[config.mk]
export PLATFORM = sky130hd
export DESIGN_NAME = tcp_unit
export DESIGN_NICKNAME = d
export VERILOG_FILES = /design/src/rtl/tcp_pkg.sv /design/src/rtl/tcp_unit.sv /design/src/rtl/tcp_deadband.sv
export SDC_FILE = /design/constraint.sdc
export NUM_CORES = 1
export LEC_CHECK = 0
export BUFFER_PORTS_ARGS = -buffer_cell sky130_fd_sc_hd__buf_4
export CAP_MARGIN = 30
export CELL_PAD_IN_SITES_DETAIL_PLACEMENT = 0
export CELL_PAD_IN_SITES_GLOBAL_PLACEMENT = 1
export CORE_MARGIN = 5
export CORE_UTILIZATION = 42
export DETAILED_ROUTE_END_ITERATION = 8
export GPL_TIMING_DRIVEN = 0
export PLACE_DENSITY_LB_ADDON = 0.15
export SYNTH_ARGS = -nofsm -noshare
export SYNTH_HDL_FRONTEND = slang
export SYNTH_HIERARCHICAL = 1
export SYNTH_SLANG_ARGS = --single-unit
[constraint.sdc]
create_clock -name ref_clk -period 4.1 [get_ports ref_clk]
set_clock_uncertainty 0.1 [all_clocks]
set_input_delay 0.41 -clock ref_clk [delete_from_list [all_inputs] [get_ports ref_clk]]
set_output_delay 0.41 -clock ref_clk [all_outputs]
set_load 0.02 [all_outputs]
[src/rtl/tcp_pkg.sv]
// Package of constants and types for the timer/counter/PWM unit
package tcp_pkg;

   // -------------------------------------------------------------
   // Widths and counts
   // -------------------------------------------------------------
   localparam int TCP_CNT_W = 16;
   localparam int TCP_INSTANCES = 4;
   localparam int TCP_CLK_SRCS = 4;
   localparam int TCP_CLK_SEL_W = 2;
   localparam int TCP_DB_W = 8;

   // -------------------------------------------------------------
   // Reset values
   // -------------------------------------------------------------
   localparam logic [TCP_CNT_W-1:0] TCP_CNT_RST = 16'h0000;
   localparam logic [TCP_CNT_W-1:0] TCP_CNT_ZERO = 16'h0000;
   localparam logic [TCP_DB_W-1:0] TCP_DB_ZERO = 8'h00;
   localparam logic [TCP_DB_W-1:0] TCP_DB_ONE = 8'h01;

   // -------------------------------------------------------------
   // Compare relations
   // -------------------------------------------------------------
   typedef enum logic [2:0] {
      cmp_less_than = 3'h0,
      cmp_less_or_equal = 3'h1,
      cmp_equal = 3'h2,
      cmp_greater_or_equal = 3'h3,
      cmp_greater_than = 3'h4
   } tcp_cmp_t;

   // -------------------------------------------------------------
   // Run modes
   // -------------------------------------------------------------
   typedef enum logic [1:0] {
      TCP_MODE_FREE = 2'h0,
      TCP_MODE_ONESHOT = 2'h1,
      TCP_MODE_GATED = 2'h2
   } tcp_mode_t;

   // -------------------------------------------------------------
   // Interrupt source select bits
   // -------------------------------------------------------------
   localparam int TCP_IRQ_TC = 0;
   localparam int TCP_IRQ_CMP = 1;
   localparam int TCP_IRQ_CAP = 2;

   // -------------------------------------------------------------
   // Run state
   // -------------------------------------------------------------
   typedef enum logic [1:0] {
      TCP_ST_IDLE = 2'h0,
      TCP_ST_RUN = 2'h1,
      TCP_ST_HALT = 2'h2
   } tcp_state_t;

endpackage : tcp_pkg

[src/rtl/tcp_unit.sv]
// One 16-bit down-counting timer/counter/PWM instance
`timescale 1ns/100ps
module tcp_unit
   import tcp_pkg::*;
#(
   parameter int CNT_W = TCP_CNT_W,
   parameter int CLK_SRCS = TCP_CLK_SRCS,
   parameter int SEL_W = TCP_CLK_SEL_W,
   parameter int DB_W = TCP_DB_W
) (
   // Clock, reset, freeze
   input wire logic ref_clk,
   input wire logic arst_n,
   input wire logic clk_en,
   // Counting clock sources, each a one-cycle tick in ref_clk
   input wire logic [CLK_SRCS-1:0] clk_src,
   input wire logic [SEL_W-1:0] clk_sel,
   // Configuration
   input wire logic [1:0] run_mode,
   input wire logic [2:0] cmp_rel,
   input wire logic [CNT_W-1:0] period,
   input wire logic [CNT_W-1:0] compare,
   input wire logic [2:0] irq_en,
   input wire logic tc_as_compl,
   input wire logic [DB_W-1:0] deadband,
   // Firmware command
   input wire logic start,
   // Routing inputs
   input wire logic cnt_enable,
   input wire logic cnt_reset,
   input wire logic capture,
   input wire logic kill,
   // Outputs to routing
   output logic cmp_out,
   output logic tc_out,
   output logic irq,
   // Status for firmware
   output logic [CNT_W-1:0] count,
   output logic [CNT_W-1:0] captured,
   output logic running
);

   // Refuse parameter sets the logic cannot serve, at elaboration
   if (CNT_W < 2) begin : g_bad_cnt_w
      $error("tcp_unit: CNT_W too small");
   end
   if ((1 << SEL_W) < CLK_SRCS) begin : g_bad_sel_w
      $error("tcp_unit: SEL_W too narrow for CLK_SRCS");
   end
   if (CLK_SRCS < 1) begin : g_bad_srcs
      $error("tcp_unit: CLK_SRCS must be at least 1");
   end
   if (DB_W < 1) begin : g_bad_db_w
      $error("tcp_unit: DB_W must be at least 1");
   end

   // -------------------------------------------------------------
   // Reset release
   // -------------------------------------------------------------
   logic [1:0] rst_sync_q;
   logic rst_n;

   // Async assert, synchronous release through two flops
   always_ff @(posedge ref_clk or negedge arst_n) begin
      if (!arst_n) begin
         rst_sync_q <= 2'b00;
      end else begin
         rst_sync_q <= {rst_sync_q[0], 1'b1};
      end
   end
   assign rst_n = rst_sync_q[1];

   // -------------------------------------------------------------
   // Helpers
   // -------------------------------------------------------------
   function automatic logic cmp_true(input logic [2:0] rel, input logic [CNT_W-1:0] a,
                                     input logic [CNT_W-1:0] b);
      case (tcp_cmp_t'(rel))
         cmp_less_than: cmp_true = a < b;
         cmp_less_or_equal: cmp_true = a <= b;
         cmp_equal: cmp_true = a == b;
         cmp_greater_or_equal: cmp_true = a >= b;
         cmp_greater_than: cmp_true = a > b;
         default: cmp_true = 1'b0;
      endcase
   endfunction : cmp_true

   // All state is local to this instance; nothing is shared between copies,
   // so the integrator can place four of them side by side without coupling
   typedef struct packed {
      tcp_state_t st;
      logic [CNT_W-1:0] cnt;
      logic [CNT_W-1:0] cap;
      logic cap_last;
      logic tc;
      logic cmp;
      logic irq;
   } tcp_unit_state_t;

   tcp_unit_state_t s_q, s_d;
   logic tick;
   logic cmp_now;
   logic pwm_hi;
   logic pwm_lo;

   // Selected counting clock; out-of-range select counts nothing
   assign tick = (32'(clk_sel) < CLK_SRCS) ? clk_src[clk_sel] : 1'b0;
   assign cmp_now = cmp_true(cmp_rel, s_q.cnt, compare);

   // -------------------------------------------------------------
   // Counter, modes, capture and interrupt
   // -------------------------------------------------------------
   always_comb begin
      logic step;
      step = 1'b0;
      s_d = s_q;
      s_d.tc = 1'b0;
      s_d.cap_last = capture;
      if (tick) begin
         s_d.cmp = cmp_now;
      end
      case (s_q.st)
         TCP_ST_IDLE: begin
            if (start) begin
               s_d.cnt = period;
               s_d.st = TCP_ST_RUN;
            end
         end
         TCP_ST_RUN: begin
            // Gated mode only advances while enable is high
            step = tick && ((tcp_mode_t'(run_mode) != TCP_MODE_GATED) || cnt_enable);
            if (step) begin
               if (s_q.cnt == TCP_CNT_ZERO) begin
                  s_d.cnt = period;
                  s_d.tc = 1'b1;
                  if (tcp_mode_t'(run_mode) == TCP_MODE_ONESHOT) begin
                     s_d.st = TCP_ST_HALT;
                  end
               end else begin
                  s_d.cnt = s_q.cnt - CNT_W'(1);
               end
            end
         end
         TCP_ST_HALT: begin
            if (start) begin
               s_d.cnt = period;
               s_d.st = TCP_ST_RUN;
            end
         end
         default: begin
            s_d.st = TCP_ST_IDLE;
         end
      endcase
      // Reset input reloads and wins over counting
      if (cnt_reset) begin
         s_d.cnt = period;
         s_d.tc = 1'b0;
      end
      // Rising edge of capture latches the live count
      if (capture && !s_q.cap_last) begin
         s_d.cap = s_q.cnt;
      end
      // Interrupt from any enabled event source; tc and capture give one-cycle pulses, cmp a level
      s_d.irq = (irq_en[TCP_IRQ_TC] && s_d.tc) || (irq_en[TCP_IRQ_CMP] && s_d.cmp) ||
                (irq_en[TCP_IRQ_CAP] && capture && !s_q.cap_last);
   end

   // State register, frozen while clk_en is low
   always_ff @(posedge ref_clk or negedge rst_n) begin
      if (!rst_n) begin
         s_q <= '{st: TCP_ST_IDLE, cnt: TCP_CNT_RST, cap: TCP_CNT_RST, default: '0};
      end else if (clk_en) begin
         s_q <= s_d;
      end
   end

   // -------------------------------------------------------------
   // Complementary pair with deadband and kill
   // -------------------------------------------------------------
   tcp_deadband #(
      .DB_W(DB_W)
   ) u_db (
      .clk(ref_clk),
      .rst_n(rst_n),
      .clk_en(clk_en),
      .tick(tick),
      .db_len(deadband),
      .kill(kill),
      .cmp_in(s_q.cmp),
      .pwm_hi(pwm_hi),
      .pwm_lo(pwm_lo)
   );

   // -------------------------------------------------------------
   // Outputs
   // -------------------------------------------------------------
   // With deadband unused, pwm_hi simply trails cmp by one counting clock tick
   assign cmp_out = pwm_hi;
   assign tc_out = tc_as_compl ? pwm_lo : s_q.tc;
   assign irq = s_q.irq;
   assign count = s_q.cnt;
   assign captured = s_q.cap;
   assign running = (s_q.st == TCP_ST_RUN);

endmodule : tcp_unit

[src/rtl/tcp_deadband.sv]
// Complementary output generator with deadband and kill
`timescale 1ns/100ps
module tcp_deadband
   import tcp_pkg::*;
#(
   parameter int DB_W = TCP_DB_W
) (
   // Clock and reset
   input wire logic clk,
   input wire logic rst_n,
   input wire logic clk_en,
   input wire logic tick,
   // Control
   input wire logic [DB_W-1:0] db_len,
   input wire logic kill,
   input wire logic cmp_in,
   // Outputs
   output logic pwm_hi,
   output logic pwm_lo
);

   // Refuse a gap counter the logic cannot serve, at elaboration
   if (DB_W < 1) begin : g_bad_db_w
      $error("tcp_deadband: DB_W must be at least 1");
   end

   typedef struct packed {
      logic last;
      logic [DB_W-1:0] cnt;
      logic hi;
      logic lo;
   } tcp_db_state_t;

   tcp_db_state_t s_q, s_d;

   // -------------------------------------------------------------
   // Deadband timing, counted in counting clock ticks
   // -------------------------------------------------------------
   always_comb begin
      s_d = s_q;
      if (tick) begin
         s_d.last = cmp_in;
         if (cmp_in != s_q.last) begin
            // Both outputs drop on any edge and wait out the gap; a zero gap hands over at once
            s_d.cnt = db_len;
            s_d.hi = (db_len == '0) && cmp_in;
            s_d.lo = (db_len == '0) && !cmp_in;
         end else if (s_q.cnt != '0) begin
            s_d.cnt = s_q.cnt - DB_W'(1);
         end
         if ((cmp_in == s_q.last) && (s_q.cnt <= DB_W'(1))) begin
            s_d.hi = cmp_in;
            s_d.lo = ~cmp_in;
         end
      end
      if (kill) begin
         // Kill overrides at once, not on the next tick
         s_d.hi = 1'b0;
         s_d.lo = 1'b0;
      end
   end

   // State register
   always_ff @(posedge clk or negedge rst_n) begin
      if (!rst_n) begin
         s_q <= '0;
      end else if (clk_en) begin
         s_q <= s_d;
      end
   end

   assign pwm_hi = s_q.hi;
   assign pwm_lo = s_q.lo;

endmodule : tcp_deadband

# Word level (Yosys, flattened, before mapping)
# Cells that the tools add are included.
# Widths: inputs -> output; s select.
# totals
output_inout_bits	36
wordCells	91
mem_bits_ro	0
inputBits	63
latch_bits	0
ff_bits	51
mem_count	0
ramBits	0
# classes
multipliers	0
n_reduce_logical	30
shifts	0
order_cmp	6
n_bitwise	1
n_div	0
n_addsub	2
n_mux	23
eq_ne	17
# ops
op	count
$mux 18	2
$mux 16	2
$pmux 16 s2	1
$eq 16x16->1	1
$ge 16x16->1	1
$gt 16x16->1	1
$le 16x16->1	1
$logic_not 16->1	1
$lt 16x16->1	1
$mux 8	2
$sub 16x1->16 const B	1
$mux 2	6
$logic_and 1x1->1	9
$le 8x1->1 const B	1
$logic_not 8->1	1
$ne 2x1->1 const B	4
$reduce_bool 8->1	1
$sub 8x1->8 const B	1
$mux 1	7
$eq 3x2->1 const B	2
$reduce_and 3->1	2
$reduce_bool 3->1	2
$pmux 1 s5	1
$reduce_and 5->1	1
other kinds (21)	27

# Longest topological paths before layout
# depth
word_depth	9
ltp_mapped	9
depth_no_buf	8

# Cells and area by module
# Netlist, hierarchy kept.
# modules_own_cells
module	area_each_um2	seq_area_each_um2	instances	cells_per_inst
tcp_unit	2716.4	1001.0	1	307
tcp_deadband	713.2	275.3	1	81

# Least setup slack after synthesis
# OpenSTA, ideal clock, no wires.
# synth_path
path_type	reg-to-reg
from	reg s_q, in the netlist count[8]
to	reg s_q, in the netlist count[13]
t_arrival_ps	2073
period_less_slack_ps	2303
setup_slack_ps	1797
n_path_buf	0
required_time_ps	3870
setup_time_ps	130
path_stages_with_launch	7
path_cell_list	dfrtp_1 -> or4_1 -> or3_4 -> or3_4 -> o31a_1 -> o21ai_1 -> o21ai_1
# synth_via
elab_chain_len	5
# synth_rtl
item	line_no	text
start: declaration	tcp_unit.sv:100	tcp_unit_state_t s_q, s_d;
start signal: assignment	tcp_unit.sv:171	s_q <= '{st: TCP_ST_IDLE, cnt: TCP_CNT_RST, cap: TCP_CNT_RST, default: '0};
start signal: assignment	tcp_unit.sv:173	s_q <= s_d;
$sub 16x1->16 or $logic_not 16->1 (tied branches)	tcp_unit.sv:140, tcp_unit.sv:133	
$mux 16 (*)	tcp_unit.sv:133	if (s_q.cnt == TCP_CNT_ZERO) begin
$mux 18 (*)	tcp_unit.sv:132	if (step) begin
$pmux 16 s2 (*)	tcp_unit.sv:122	case (s_q.st)
$mux 16 (*)	tcp_unit.sv:155	if (cnt_reset) begin
# Mark *: on every way between the ends. The rest lies on a longest branch, timed or not. The select of a mux whose other input is x is not followed.
# A chain may end at the register's enable or synchronous reset.

# Final worst setup path
# layout_path
from	reg s_q, in the netlist count[11]
to	reg s_q, in the netlist count[8]
# layout_via
elab_chain_len	5
# layout_rtl
item	line_no
$logic_not 16->1	tcp_unit.sv:133
$mux 16	tcp_unit.sv:133
$mux 18	tcp_unit.sv:132
$pmux 16 s2	tcp_unit.sv:122
$mux 16	tcp_unit.sv:155
# No other way between the ends. The select of a mux whose other input is x is not followed.

==> results_tabular.tex <==
\begin{tabular}{lr}
\hline
Metric & Value \\
\hline
\multicolumn{2}{l}{\textbf{Global routing}} \\
\quad GR Util All Layers & 18.24\% \\
\quad Global-route wire length before repair & 14.64 mm \\
\quad Largest net degree at the start of global routing & 34 \\
\quad Vias in the first global route & 3000 \\
\quad Congestion Overflow GR & 0 \\
\quad Number of antenna violations at the first check in global routing & 0 \\
\multicolumn{2}{l}{\textbf{CTS}} \\
\quad CTS tree & built \\
\quad Clk Latency, worst-skew pair & 310 ps \\
\quad Clock root cell & sky130\_fd\_sc\_hd\_\_clkbuf\_8 \\
\quad Depth of the CTS H-tree & 2 \\
\quad Clock sinks & 51 \\
\quad Clock edge transition at the registers on the reported setup and hold paths & 100 ps \\
\quad Post-CTS sizing & 0 \\
\quad CTS Buf Count & 5 \\
\quad Maximum root-to-sink buffer count & 2 \\
\multicolumn{2}{l}{\textbf{STA}} \\
\quad Final count of negative-setup-slack endpoints & 0 \\
\quad Setup TNS & 0 ps \\
\quad RSZ-0062 raised after global routing & false \\
\quad Max transition margin & 50.45\% \\
\quad Final worst path period share & 65.66\% \\
\quad Crit path time final & 2692 ps \\
\quad Count of pins over their slew limit & 0 \\
\quad Final Hold Fails & 0 \\
\quad Peak Freq & 0.3715 GHz \\
\quad Slew of the pin with the lowest slew margin & 741.7 ps \\
\quad Worst hold slack & 101.9 ps \\
\multicolumn{2}{l}{\textbf{Routing}} \\
\quad Average wire per cell in the routed design & 15.24 µm \\
\quad Mean number of vias per cell & 5.210 \\
\quad Wire length after detailed routing & 9.158 mm \\
\quad Detailed-route DRC error count & 0 \\
\quad Iteration-0 DRC Markers & 153 \\
\quad Count of vias placed by the detailed router & 3131 \\
\quad 1st-pass router iterations & 5 \\
\quad Number of antenna-violating nets in the routed design & 0 \\
\multicolumn{2}{l}{\textbf{Synth}} \\
\quad Synth Cell Area & 3430 µm² \\
\quad Avg Inst Size Synth & 8.839 µm² \\
\quad Number of nets in the synthesized netlist & 471 \\
\quad Top\_reg\_cell synth & sky130\_fd\_sc\_hd\_\_dfrtp\_1 \\
\quad Top cells by area, synth & sky130\_fd\_sc\_hd\_\_dfrtp\_1 37\%, sky130\_fd\_sc\_hd\_\_ha\_1 7.3\%, sky130\_fd\_sc\_hd\_\_buf\_4 7.0\%, sky130\_fd\_sc\_hd\_\_a21oi\_1 6.1\%, sky130\_fd\_sc\_hd\_\_o21ai\_0 5.4\% \\
\quad Area share of the largest cell type after synthesis & 37.21\% \\
\quad Proportion of synthesized flip-flops having asynchronous set or reset & 100.0\% \\
\quad Total number of yosys warnings & 6 \\
\quad Cells after synthesis & 388 \\
\quad Fraction of the yosys area taken by sequential cells & 37.21\% \\
\quad Commonest cells in the synthesized netlist & 51 x sky130\_fd\_sc\_hd\_\_dfrtp\_1, 42 x sky130\_fd\_sc\_hd\_\_a21oi\_1, 37 x sky130\_fd\_sc\_hd\_\_o21ai\_0, 32 x sky130\_fd\_sc\_hd\_\_buf\_4, 27 x sky130\_fd\_sc\_hd\_\_nand2\_1 \\
\quad Most common cell in the netlist & sky130\_fd\_sc\_hd\_\_dfrtp\_1 \\
\quad Number of distinct library cells after synthesis & 52 \\
\quad Post-synthesis register bit count & 51 \\
\quad Library cell occupying the most area in the post-synthesis netlist & sky130\_fd\_sc\_hd\_\_dfrtp\_1 \\
\quad Number of enable flip-flop cells after synthesis & 0 \\
\multicolumn{2}{l}{\textbf{Floorplanning}} \\
\quad Number of rows created at floorplan & 33 \\
\quad Overall die area & 10070 µm² \\
\quad Effective utilization at floorplan & 42.38\% \\
\quad Top-level I/O count & 99 \\
\quad Die boundary width & 100.4 µm \\
\quad Vertical die dimension & 100.4 µm \\
\quad CORE AREA & 8093 µm² \\
\multicolumn{2}{l}{\textbf{Setup path}} \\
\quad Ordered list of cells on the worst path & nor3\_1 -> nand4b\_1 -> o211ai\_2 -> clkbuf\_1 -> o21ai\_0 -> a22oi\_1 \\
\quad Slowest cell on crit path & sky130\_fd\_sc\_hd\_\_dfrtp\_1 \\
\quad Endpoint class of the critical path & flop \\
\quad Reg2reg path depth & 6 \\
\quad Data required time at the worst endpoint & 4230 ps \\
\quad Delay contributed by the slowest stage of the critical path & 490 ps \\
\quad Data arrival time of the worst path & 2820 ps \\
\quad Crit path launch type & flop \\
\quad CP Max Fanout & 10 \\
\quad Critical Setup Path Class & flop to flop \\
\multicolumn{2}{l}{\textbf{Cells and area}} \\
\quad Number of inserted filler cells in the final layout & 790 \\
\quad Ratio of cells with drive above 1 in the final layout & 34.48\% \\
\quad \# diodes & 0 \\
\quad Nets & 578 \\
\quad Post-synthesis to final-layout area growth & 28.57\% \\
\quad Fraction of the core area covered by cells at the end of the flow & 54.48\% \\
\multicolumn{2}{l}{\textbf{Min path}} \\
\quad Tightest Hold Check Type & flop to asynchronous set/reset pin \\
\multicolumn{2}{l}{\textbf{Power and ir drop}} \\
\quad Worst VDD drop & 0.2509 mV \\
\quad Leakage component of the power & 2.070 nW \\
\quad Power density cells & 465.9 nW/µm² \\
\multicolumn{2}{l}{\textbf{Run status}} \\
\quad Result of the run & finished clean \\
\multicolumn{2}{l}{\textbf{Placement}} \\
\quad Gpl congestion & 0.8231 \\
\quad Port-buffer cells & 98 \\
\quad Placed wire-length estimate after detailed placement & 7.131 mm \\
\multicolumn{2}{l}{\textbf{Flow run}} \\
\quad Total of max-cap violations & 0 \\
\hline
\end{tabular}
stage by stage:
stage	instances	power (mW)	instance area (µm²)	setup WS (ps)
floorplan	388	1.429	3430	1797
global placement	591	1.749	4297	1385
detailed placement	592	1.775	4318	1382
CTS	601	2.074	4409	1423
global route	601	2.212	4409	1220
finish	601	2.054	4409	1408
critical path, delay by kind of cell (launching register included):
kind / cells / cell delay, ps
AO/OA/AOI/OAI: 3 / 810
AND/OR/NAND/NOR: 2 / 760
flip-flops: 1 / 490
buffers and inverters: 1 / 450
power by group:
part | switching (mW) | internal [mW] | leakage (nW)
Sequential | 0.176 | 0.638 | 0.614
Combinational | 0.467 | 0.480 | 1.41
Clock | 0.173 | 0.121 | 0.0422
Total | 0.815 | 1.24 | 2.07
cells in the final DEF (no fill, tap or decap), types with 3 or more instances in the layout:
cell and instances:
sky130_fd_sc_hd__nor2_1 24, sky130_fd_sc_hd__nor2b_1 4, sky130_fd_sc_hd__o2bb2ai_1 3, sky130_fd_sc_hd__nor3b_1 3, sky130_fd_sc_hd__mux2_2 16, sky130_fd_sc_hd__o211ai_1 3, sky130_fd_sc_hd__clkbuf_1 8, sky130_fd_sc_hd__buf_4 130
sky130_fd_sc_hd__a31oi_1 3, sky130_fd_sc_hd__nand2_1 27, sky130_fd_sc_hd__a21oi_1 42, sky130_fd_sc_hd__o22ai_1 4, sky130_fd_sc_hd__o21ai_0 37, sky130_fd_sc_hd__clkbuf_8 5, sky130_fd_sc_hd__a22oi_1 3, sky130_fd_sc_hd__nor4_1 6
sky130_fd_sc_hd__nand3_1 12, sky130_fd_sc_hd__o31a_1 3, sky130_fd_sc_hd__ha_1 20, sky130_fd_sc_hd__dfrtp_1 50, sky130_fd_sc_hd__or3_1 3, sky130_fd_sc_hd__buf_2 5, sky130_fd_sc_hd__nor3_1 14, sky130_fd_sc_hd__o21ai_1 4
sky130_fd_sc_hd__inv_1 26
sequential cells by signal, summed over array words and instances, names as in the netlist:
name,flops
captured,16
count,16
u_db/s_q,9
s_q,5
rst_sync_q,2
irq,1
u_db/pwm_hi,1
u_db/pwm_lo,1
logic make-up (layout without fill, tap and decap cells):
logic type	Yosys count	in the layout	share of synthesized area, %
buffers and inverters	69	177	11.24
other	1	1	0.1093
AOI/OAI and AO/OA	118	118	20.76
DFF	51	51	37.21
adders and majority gates	20	20	7.297
xor gates and xnor gates	2	2	0.5109
muxes	18	18	6.202
and+or+nand+nor	109	109	16.67
cell type report:
class                      instances  area (µm²)  share of cell area, %
timing repair buffer             100       765.7                  17.37
clock buffer                       7       76.32                  1.731
multi-input combinational        268        1768                  40.10
sequential                        51        1277                  28.97
tap                              105       131.4                  2.980
inverter                          26       97.59                  2.213
buffer                            43       287.8                  6.527
clock inverter                     1       5.005                 0.1135
timing repair:
item | 4_1_cts | 5_1_grt
hold buffers | 1 | 0
hold endpoints to repair | 2 | 0
setup buffers | 0 | 0
worst paths after layout:
path / startpoint / endpoint / slack, ps
hold / removal: rst_sync_q[1] / count[3] / 100
min in group ref_clk: capture / s_q[3] / 250
max in group asynchronous: rst_sync_q[1] / captured[10] / 3270
setup reg to reg: count[11] / count[8] / 1410
setup / recovery: count[11] / count[8] / 1410
hold reg to reg: rst_sync_q[1] / count[3] / 100
layer usage:
metal / wire length (µm) / part of all wire, % / global-route usage (%) / up-vias
met5: 0 / 0 / 0 / -
met4: 104 / 1.1 / 4.352 / 0
met3: 417 / 4.6 / 3.266 / 11
met2: 4470 / 49 / 29.71 / 76
met1: 4166 / 45 / 25.24 / 1459
li1: - / - / - / 1585
Power figures use the tool's default switching activity.
